--- src/include/t1tx_defines.vh ---
// Purpose: constants for the T1 transmit digital output stage
// Assumes: 100 MHz aclk, AXI4-Lite register access
// Notes:   offsets are byte addresses
`ifndef T1TX_DEFINES_VH
`define T1TX_DEFINES_VH
// ----------------------------------------
// Register map
// ----------------------------------------
`define T1TX_A_CTRL     4'h0
`define T1TX_A_STAT     4'h4
`define T1TX_A_DLBITS   4'h8
`define T1TX_CTRL_RST   9'h000
// ----------------------------------------
// Control fields
// ----------------------------------------
`define T1TX_C_SRC_LO   0
`define T1TX_C_SRC_HI   1
`define T1TX_C_JAT      2
`define T1TX_C_DUAL     3
`define T1TX_C_RZ       4
`define T1TX_C_FALL     5
`define T1TX_C_FULL     6
`define T1TX_C_HDLC     7
`define T1TX_C_SF       8
// Status fields, W1C for the two flags
`define T1TX_S_SREQ     0
`define T1TX_S_UDR      1
// ----------------------------------------
// Clock sources and line-rate oscillator
// ----------------------------------------
`define T1TX_SRC_TXIN   2'h0
`define T1TX_SRC_RXREC  2'h1
`define T1TX_SRC_BPL    2'h2
// 2 x 1.544 MHz toggle rate over 100 MHz, 16-bit phase
`define T1TX_NCO_INC    16'h07e8
`define T1TX_NCO_TRIM   16'h0008
// ----------------------------------------
// FIFO and bus
// ----------------------------------------
`define T1TX_FIFO_W     2
`define T1TX_FIFO_D     4
`define T1TX_LVL_LOW    3'h1
`define T1TX_LVL_HIGH   3'h3
`define T1TX_RESP_OK    2'h0
`define T1TX_RESP_ERR   2'h2
`endif

--- src/hw/t1tx_out.v ---
// Overview of operation
// - The shared link pin gives the sample clock with HDLC off, else underrun.
// - Link serial input is captured when the sample clock rises.
// - In superframe format the sample clock stays low.
// - With HDLC on, underrun rises if the buffer empties while service is due.
// - A 1.544 MHz line clock times every digital line output.
// - The line clock comes from one of three sources, or with attenuation from an oscillator steered by FIFO fill.
// - Dual rail puts positive pulses on one pin and negative on the other.
// - Dual-rail pulses are either return-to-zero or non-return-to-zero.
// - Single rail puts data on the positive pin and the FIFO flag on the negative.
// - Outputs and flag update on the rising or the falling line clock edge.
// - The flag reports FIFO nearly empty or nearly full, as configured.
// - The service request rises once the last HDLC byte is set up.
//
// Purpose: transmit digital line output stage with AXI4-Lite control
// Assumes: clock source pins are asynchronous to aclk
// Notes:   rate FIFO sits between the bit source and the line
`timescale 1ns/1ps
`include "t1tx_defines.vh"

// ----------------------------------------
// Rate conversion FIFO
// ----------------------------------------
module t1tx_fifo #(
	parameter W = 2,
	parameter D = 4
)(
	input  wire         clk,
	input  wire         rst_n,
	// Fill side
	input  wire         in_valid,
	output reg          in_ready,
	input  wire [W-1:0] in_data,
	// Drain side
	output wire         out_valid,
	input  wire         out_ready,
	output wire [W-1:0] out_data,
	output reg  [2:0]   level
);
	reg  [W-1:0] mem [0:D-1];
	reg  [1:0]   wp_r;
	reg  [1:0]   rp_r;
	wire         push = in_valid && in_ready;
	wire         pop  = out_valid && out_ready;
	wire [2:0]   level_nxt = level + {2'h0, push} - {2'h0, pop};

	assign out_valid = (level != 3'h0);
	assign out_data  = mem[rp_r];

	// Pointers and fill level; ready is registered so it is honest
	always @(posedge clk)
	begin
		if (!rst_n)
		begin
			wp_r     <= 2'h0;
			rp_r     <= 2'h0;
			level    <= 3'h0;
			in_ready <= 1'b0;
		end
		else
		begin
			if (push)
			begin
				mem[wp_r] <= in_data;
				wp_r      <= wp_r + 2'h1;
			end
			if (pop)
				rp_r <= rp_r + 2'h1;
			level    <= level_nxt;
			in_ready <= (level_nxt < D[2:0]);
		end
	end
endmodule

// ----------------------------------------
// Top: line output stage
// ----------------------------------------
module t1tx_out (
	// Clock and reset
	input  wire        aclk,
	input  wire        aresetn,
	// AXI4-Lite write
	input  wire [3:0]  awaddr,
	input  wire        awvalid,
	output reg         awready,
	input  wire [31:0] wdata,
	input  wire [3:0]  wstrb,
	input  wire        wvalid,
	output reg         wready,
	output reg  [1:0]  bresp,
	output reg         bvalid,
	input  wire        bready,
	// AXI4-Lite read
	input  wire [3:0]  araddr,
	input  wire        arvalid,
	output reg         arready,
	output reg  [31:0] rdata,
	output reg  [1:0]  rresp,
	output reg         rvalid,
	input  wire        rready,
	// Bit source (aclk domain): {negative, positive}
	input  wire        src_valid,
	input  wire [1:0]  src_bits,
	output reg         src_ready,
	input  wire        dl_slot,
	// HDLC transmitter status (aclk domain)
	input  wire        hdlc_last_loaded,
	input  wire        hdlc_buffer_empty,
	// Clock source pins
	input  wire        tx_clock_input,
	input  wire        recovered_rx_clock,
	input  wire        backplane_tx_clock,
	// Line pins
	output reg         tx_line_clock,
	output reg         tx_positive_pulse,
	output reg         tx_negative_pulse,
	// Data link pins
	input  wire        datalink_serial_in,
	output reg         datalink_shared_out,
	output reg         datalink_service_request
);
	reg  [8:0]  ctrl_r;
	reg  [3:0]  aw_addr_r;
	reg  [8:0]  w_data_r;
	reg  [1:0]  w_strb_r;
	reg  [3:0]  s1_r;
	reg  [3:0]  s2_r;
	reg  [15:0] nco_r;
	reg         nco_clk_r;
	reg         dl_clk_r;
	reg         underrun_r;
	reg  [7:0]  dl_bits_r;
	reg         mark_p_r;
	reg         mark_n_r;
	reg         sreq_clr;
	reg         udr_clr;
	reg         src_sel;
	reg  [15:0] inc;
	reg  [16:0] nco_sum;
	reg         clk_nxt;
	wire [3:0]  pins = {datalink_serial_in, backplane_tx_clock,
		recovered_rx_clock, tx_clock_input};
	wire        jat    = ctrl_r[`T1TX_C_JAT];
	wire        dual   = ctrl_r[`T1TX_C_DUAL];
	wire        rz     = ctrl_r[`T1TX_C_RZ];
	wire        fall   = ctrl_r[`T1TX_C_FALL];
	wire        hdlc   = ctrl_r[`T1TX_C_HDLC];
	wire        sf     = ctrl_r[`T1TX_C_SF];
	wire        f_valid;
	wire [1:0]  f_bits;
	wire [2:0]  f_lvl;
	wire        f_ready;
	wire        line_rise = clk_nxt && !tx_line_clock;
	wire        line_fall = !clk_nxt && tx_line_clock;
	wire        upd_edge  = fall ? line_fall : line_rise;
	wire        half_edge = fall ? line_rise : line_fall;
	wire        near_full = (f_lvl >= `T1TX_LVL_HIGH);
	wire        near_empty = (f_lvl <= `T1TX_LVL_LOW);
	wire        flag = ctrl_r[`T1TX_C_FULL] ? near_full : near_empty;
	wire        dl_ok = !hdlc && !sf && dl_slot;

	// ----------------------------------------
	// Pin synchronisers, two stages per pin
	// ----------------------------------------
	genvar g;
	generate
		for (g = 0; g < 4; g = g + 1)
		begin : sync
			always @(posedge aclk)
			begin
				s1_r[g] <= pins[g];
				s2_r[g] <= s1_r[g];
			end
		end
	endgenerate

	// Source choice and oscillator step, trimmed by FIFO fill
	always @*
	begin
		case (ctrl_r[`T1TX_C_SRC_HI:`T1TX_C_SRC_LO])
			`T1TX_SRC_TXIN:  src_sel = s2_r[0];
			`T1TX_SRC_RXREC: src_sel = s2_r[1];
			`T1TX_SRC_BPL:   src_sel = s2_r[2];
			default:         src_sel = s2_r[0];
		endcase
		inc = `T1TX_NCO_INC;
		if (near_full)
			inc = `T1TX_NCO_INC + `T1TX_NCO_TRIM;
		else if (near_empty)
			inc = `T1TX_NCO_INC - `T1TX_NCO_TRIM;
		nco_sum = {1'b0, nco_r} + {1'b0, inc};
		clk_nxt = jat ? nco_clk_r : src_sel;
	end

	assign f_ready = upd_edge;

	t1tx_fifo #(
		.W (`T1TX_FIFO_W),
		.D (`T1TX_FIFO_D)
	) u_fifo (
		.clk       (aclk),
		.rst_n     (aresetn),
		.in_valid  (src_valid && src_ready), // Push only on handshake
		.in_ready  (),
		.in_data   (src_bits),
		.out_valid (f_valid),
		.out_ready (f_ready),
		.out_data  (f_bits),
		.level     (f_lvl)
	);

	// ----------------------------------------
	// Line clock and line outputs
	// ----------------------------------------
	// Attenuated clock ignores source jitter; FIFO fill steers its rate
	always @(posedge aclk)
	begin
		if (!aresetn)
		begin
			nco_r             <= 16'h0000;
			nco_clk_r         <= 1'b0;
			tx_line_clock     <= 1'b0;
			mark_p_r          <= 1'b0;
			mark_n_r          <= 1'b0;
			tx_positive_pulse <= 1'b0;
			tx_negative_pulse <= 1'b0;
			src_ready         <= 1'b0;
		end
		else
		begin
			nco_r <= nco_sum[15:0];
			if (nco_sum[16])
				nco_clk_r <= !nco_clk_r;
			tx_line_clock <= clk_nxt;
			src_ready     <= (f_lvl < `T1TX_LVL_HIGH) ||
				(f_lvl == `T1TX_LVL_HIGH && !src_valid);
			if (upd_edge)
			begin
				// Underflow sends a space rather than stale data
				mark_p_r <= f_valid && f_bits[0];
				mark_n_r <= f_valid && f_bits[1];
				if (dual)
				begin
					tx_positive_pulse <= f_valid && f_bits[0];
					tx_negative_pulse <= f_valid && f_bits[1];
				end
				else
				begin
					tx_positive_pulse <= f_valid && |f_bits;
					tx_negative_pulse <= flag;
				end
			end
			else if (half_edge && dual && rz)
			begin
				tx_positive_pulse <= 1'b0;
				tx_negative_pulse <= 1'b0;
			end
			else if (half_edge && dual)
			begin
				tx_positive_pulse <= mark_p_r;
				tx_negative_pulse <= mark_n_r;
			end
		end
	end

	// ----------------------------------------
	// Data link clock, capture and HDLC flags
	// ----------------------------------------
	always @(posedge aclk)
	begin
		if (!aresetn)
		begin
			dl_clk_r                 <= 1'b0;
			dl_bits_r                <= 8'h00;
			underrun_r               <= 1'b0;
			datalink_service_request <= 1'b0;
			datalink_shared_out      <= 1'b0;
		end
		else
		begin
			if (sf || hdlc)
				dl_clk_r <= 1'b0;
			else if (upd_edge && dl_ok)
			begin
				dl_clk_r  <= 1'b1;
				// Source must hold its bit valid here
				dl_bits_r <= {dl_bits_r[6:0], s2_r[3]};
			end
			else if (half_edge)
				dl_clk_r <= 1'b0;
			// Set wins over a clear in the same cycle
			if (hdlc && hdlc_last_loaded)
				datalink_service_request <= 1'b1;
			else if (sreq_clr)
				datalink_service_request <= 1'b0;
			if (hdlc && hdlc_buffer_empty && datalink_service_request)
				underrun_r <= 1'b1;
			else if (udr_clr)
				underrun_r <= 1'b0;
			datalink_shared_out <= hdlc ? underrun_r : dl_clk_r;
		end
	end

	// ----------------------------------------
	// AXI4-Lite slave
	// ----------------------------------------
	wire wr_go = !awready && !wready && !bvalid;

	always @*
	begin
		sreq_clr = wr_go && aw_addr_r == `T1TX_A_STAT && w_strb_r[0] &&
			w_data_r[`T1TX_S_SREQ];
		udr_clr  = wr_go && aw_addr_r == `T1TX_A_STAT && w_strb_r[0] &&
			w_data_r[`T1TX_S_UDR];
	end

	// Address and data taken in either order; response after both
	always @(posedge aclk)
	begin
		if (!aresetn)
		begin
			awready   <= 1'b1;
			wready    <= 1'b1;
			bvalid    <= 1'b0;
			bresp     <= `T1TX_RESP_OK;
			aw_addr_r <= 4'h0;
			w_data_r  <= 9'h000;
			w_strb_r  <= 2'h0;
			ctrl_r    <= `T1TX_CTRL_RST;
		end
		else
		begin
			if (awvalid && awready)
			begin
				awready   <= 1'b0;
				aw_addr_r <= awaddr;
			end
			if (wvalid && wready)
			begin
				// Master may change data once taken, so keep it
				wready   <= 1'b0;
				w_data_r <= wdata[8:0];
				w_strb_r <= wstrb[1:0];
			end
			if (wr_go)
			begin
				bvalid <= 1'b1;
				bresp  <= `T1TX_RESP_OK;
				if (aw_addr_r == `T1TX_A_CTRL)
				begin
					if (w_strb_r[0])
						ctrl_r[7:0] <= w_data_r[7:0];
					if (w_strb_r[1])
						ctrl_r[8] <= w_data_r[8];
				end
				else if (aw_addr_r != `T1TX_A_STAT)
					bresp <= `T1TX_RESP_ERR;
			end
			if (bvalid && bready)
			begin
				bvalid  <= 1'b0;
				awready <= 1'b1;
				wready  <= 1'b1;
			end
		end
	end

	// Read path, one cycle after the address is taken
	always @(posedge aclk)
	begin
		if (!aresetn)
		begin
			arready <= 1'b1;
			rvalid  <= 1'b0;
			rdata   <= 32'h0000_0000;
			rresp   <= `T1TX_RESP_OK;
		end
		else if (arvalid && arready)
		begin
			arready <= 1'b0;
			rvalid  <= 1'b1;
			rresp   <= `T1TX_RESP_OK;
			case (araddr)
				`T1TX_A_CTRL:   rdata <= {23'h0, ctrl_r};
				`T1TX_A_STAT:   rdata <= {24'h0, near_full, near_empty,
					f_lvl, dl_clk_r, underrun_r, datalink_service_request};
				`T1TX_A_DLBITS: rdata <= {24'h0, dl_bits_r};
				default:
				begin
					rdata <= 32'h0000_0000;
					rresp <= `T1TX_RESP_ERR;
				end
			endcase
		end
		else if (rvalid && rready)
		begin
			rvalid  <= 1'b0;
			arready <= 1'b1;
		end
	end
endmodule

--- config.mk ---
export PLATFORM = sky130hd
export DESIGN_NAME = t1tx_out
export DESIGN_NICKNAME = d
export VERILOG_FILES = /design/src/hw/t1tx_out.v
export VERILOG_INCLUDE_DIRS = /design/src /design/src/include
export SDC_FILE = /design/constraint.sdc
export NUM_CORES = 1
export LEC_CHECK = 0
export CELL_PAD_IN_SITES_DETAIL_PLACEMENT = 0
export CELL_PAD_IN_SITES_GLOBAL_PLACEMENT = 1
export CORE_MARGIN = 4
export CORE_UTILIZATION = 27
export CTS_CLUSTER_SIZE = 40
export DETAILED_ROUTE_END_ITERATION = 10
export DONT_BUFFER_PORTS = 1
export GPL_TIMING_DRIVEN = 0
export HOLD_SLACK_MARGIN = 0.1
export PLACE_DENSITY = 0.47
export RECOVER_POWER = 25
export SLEW_MARGIN = 25
export SYNTH_ARGS = -nofsm -noshare
export SYNTH_HDL_FRONTEND = slang
export SYNTH_SLANG_ARGS = --single-unit
--- constraint.sdc ---
create_clock -name aclk -period 3.2 [get_ports aclk]
set_clock_uncertainty 0.1 [all_clocks]
set_input_delay 0.16 -clock aclk [delete_from_list [all_inputs] [get_ports aclk]]
set_output_delay 0.16 -clock aclk [all_outputs]
set_load 0.05 [all_outputs]
==> metrics.yaml <==
r2r_cells: 5
p_per_area_nw_per_um2: 632
synth-seq-cells: 98
dieArea_um2: 18000
cp_slowest_cell: "dlygate4sd3_1"
min_to: "u_fifo.level[0]$_SDFF_PN0_"
whs_path_depth: 2
min_path_type: "primary input to flop"
cts_max_level: 3
setup_viol: 0
maxSlewHeadroom: 0.530
path_clk_slew_ns: 0.07
crit_top_cell: "dlygate4sd3_1"
post-route-period-util: 0.905
hpwl_mm: 7.84
synth-edff-count: 8
dr.pass1.iters: 4
synthArstFlopShare: 0
gr-total-overflow: 0
seq_area_frac_synth: 0.476
clock-sinks: 98
slowest_delay_ns: 0.80
antenna_found_initial: 0
grt_pass1_vias: 3084
regToRegEndpoint: "rresp[1]$_SDFFE_PN0P_"
peakVddDrop_v: 0.000283
die_w_um: 134
dr.first_iter.drc_count: 144
tns_ns: 0
clock_insertion_delay_worst_skew_ns: 0.35
max_slew.worst_pin.slew_ns: 0.704
drt_wl_total_mm: 10.6
drive_above_1_share: 0.110
critPathLaunchType: "flop"
ys_warn_count: 0
worstPathRequired_ns: 3.33
die_h_um: 134
grt_max_degree: 16
cap_violations: 0
tritoncts: "done"
grt_use_total: 0.122
drc_errors: 0
worstSetupEndpointType: "flop"
clk_path_buf_depth: 2
cts_made_buffers: 9
path_cells: "nand2_1 > a2111oi_2 > dlygate4sd3_1 > nor2_1 > dlygate4sd3_1"
fin_nets: 599
core-area_um2: 15400
crit_type: "flop to flop"
finalPower_w: 0.00338
crit_arrival_ns: 3.03
syn_to_final_growth_pct: 24.7
crit_path_max_fanout: 9
via_per_inst: 4.30
outcome: "completed"
antenna-diode-count: 0
synth_area_um2: 4290
yosysUniqueCellTypes: 51
pin_count: 108
cts_root_buf: "clkbuf_16"
final_core_util: 0.348
hold_start: "aresetn"
ys.flop_type: "dfxtp_1"
synthCells: 450
io_buffers: 0
grt_first_pass_wirelength_mm: 16.8
p_leak_nw: 2.17
rows: 45
vias: 3175
r2r_start: "arready$_SDFFE_PN1P_"
final.min_clock_period_ns: 2.89
slew_violations: 0
avgSynthCellArea_um2: 9.54
fmax_mhz: 345
hold_viol_final: 0
finalWeightedCongestion: 0.719
final_antenna_net_count: 0
timing.hold.ws_ns: 0.147
reg2reg_slack_ns: 0.31
wl_per_cell_um: 14.4
initial_core_util: 0.279
rsz0062_at_grt: "no"
-- per-layer routing --
metal | routed length, µm | vias up | track usage
met5 | 0 | - | 0
met3 | 591 | 15 | 0.0338
met4 | 231 | 0 | 0.0436
li1 | - | 1626 | -
met1 | 5320 | 1451 | 0.163
met2 | 4510 | 83 | 0.189
-- cell usage in the layout, fill, tap and decap left out, types with 8 or more instances in the layout --
cell type / count
a21oi_1: 28
a22oi_1: 11
and2_1: 8
buf_4: 26
clkbuf_1: 16
clkbuf_16: 9
conb_1: 25
dfxtp_1: 90
dlygate4sd3_1: 37
edfxtp_1: 8
ha_1: 13
inv_1: 21
mux2i_1: 27
nand2_1: 46
nand3_1: 8
nor2_1: 53
o21ai_0: 10
xnor2_1: 8
-- per-stage QoR --
stage / cell area [µm²] / worst slack (ns) / std cells
floorplan: 4380 / 0.511 / 474
global placement: 4650 / 0.0282 / 685
detailed placement: 4650 / 0.0431 / 685
CTS: 5320 / 0.0153 / 738
global route: 5350 / 0.106 / 739
finish: 5350 / 0.306 / 739
-- worst max-delay path: cells and delay by family, from the launching register on --
| family | cells | cell delay (ns) |
|---|---|---|
| buf+inv | 2 | 1.35 |
| flops | 1 | 0.71 |
| compound gates | 1 | 0.35 |
| simple gates | 2 | 0.26 |
-- report_power, final --
group / switching, W / leakage (nW) / internal, W / total (W)
Combinational: 0.000413 / 1.21 / 0.000321 / 0.000734
Sequential: 0.000154 / 0.809 / 0.00136 / 0.00152
Clock: 0.000479 / 0.150 / 0.000653 / 0.00113
Total: 0.00105 / 2.17 / 0.00234 / 0.00338
-- layout make-up --
cell class,instances,area [µm²]
Clock buffer,13,260
Timing Repair Buffer,38,378
Inverter,21,78.8
Buffer,45,275
Sequential cell,98,2040
Tap cell,211,264
Multi-Input combinational cell,310,2010
Clock inverter,3,47.5
Fill cell,1599,10000
-- synthesized netlist by cell type (3+ instances only) --
cell	n	area, µm²
xnor2_1	8	70.1
nor2b_1	3	18.8
edfxtp_1	8	240
o22ai_1	5	31.3
xor2_1	6	52.6
nor2_1	53	199
and2_1	8	50.1
buf_2	4	20.0
inv_1	21	78.8
nor4_1	3	18.8
a22oi_1	11	82.6
nand2_1	46	173
and3_1	7	43.8
nand3_1	8	40.0
dfxtp_1	90	1800
a21oi_1	28	140
o21ai_0	10	50.1
ha_1	13	163
nand2b_1	7	43.8
nand3b_1	3	22.5
clkbuf_1	14	52.6
buf_4	25	188
mux2i_1	27	270
nand4_1	4	25.0
a211oi_1	3	22.5
-- flip-flops by register name (all words and copies together) (netlist names), 2 cells and up, named ones only --
signal	count
u_fifo.level	3
w_data_r	9
u_fifo.wp_r	2
w_strb_r	2
s2_r	4
u_fifo.mem	8
rdata	9
nco_r	13
ctrl_r	9
aw_addr_r	4
dl_bits_r	8
u_fifo.rp_r	2
s1_r	4
-- worst max path at each step --
| stage | start | to | cells past startpoint |
|---|---|---|---|
| 6_report | arready$_SDFFE_PN1P_ | rresp[1]$_SDFFE_PN0P_ | 5 |
| 5_1_grt | ctrl_r[0]$_SDFFE_PN0P_ | u_fifo.level[2]$_SDFF_PN0_ | 11 |
| 4_1_cts | ctrl_r[0]$_SDFFE_PN0P_ | u_fifo.level[2]$_SDFF_PN0_ | 11 |
| 3_5_place_dp | ctrl_r[0]$_SDFFE_PN0P_ | u_fifo.level[2]$_SDFF_PN0_ | 11 |
| 3_3_place_gp | ctrl_r[0]$_SDFFE_PN0P_ | u_fifo.in_ready$_SDFF_PN0_ | 11 |
| 2_1_floorplan | ctrl_r[0]$_SDFFE_PN0P_ | u_fifo.level[2]$_SDFF_PN0_ | 11 |
-- cell families after synthesis --
| family | Yosys count | synth area share |
|---|---|---|
| muxes | 32 | 0.0845 |
| other | 1 | 0.000874 |
| adders and majority gates | 15 | 0.0472 |
| xor gates and xnor gates | 14 | 0.0286 |
| AOI/OAI and AO/OA | 72 | 0.110 |
| DFF | 98 | 0.476 |
| buffers and inverters | 66 | 0.0825 |
| and+or+nand+nor | 152 | 0.171 |
-- timing repair --
| item | in CTS | in global routing |
|---|---|---|
| hold buffers | 37 | 0 |
| buffers inserted | 0 | 1 |
| gates resized for setup | 0 | 3 |
| setup endpoints to repair | 0 | 6 |
| hold endpoints to repair | 46 | 0 |
Note: power is estimated with default switching activity, not from simulation.
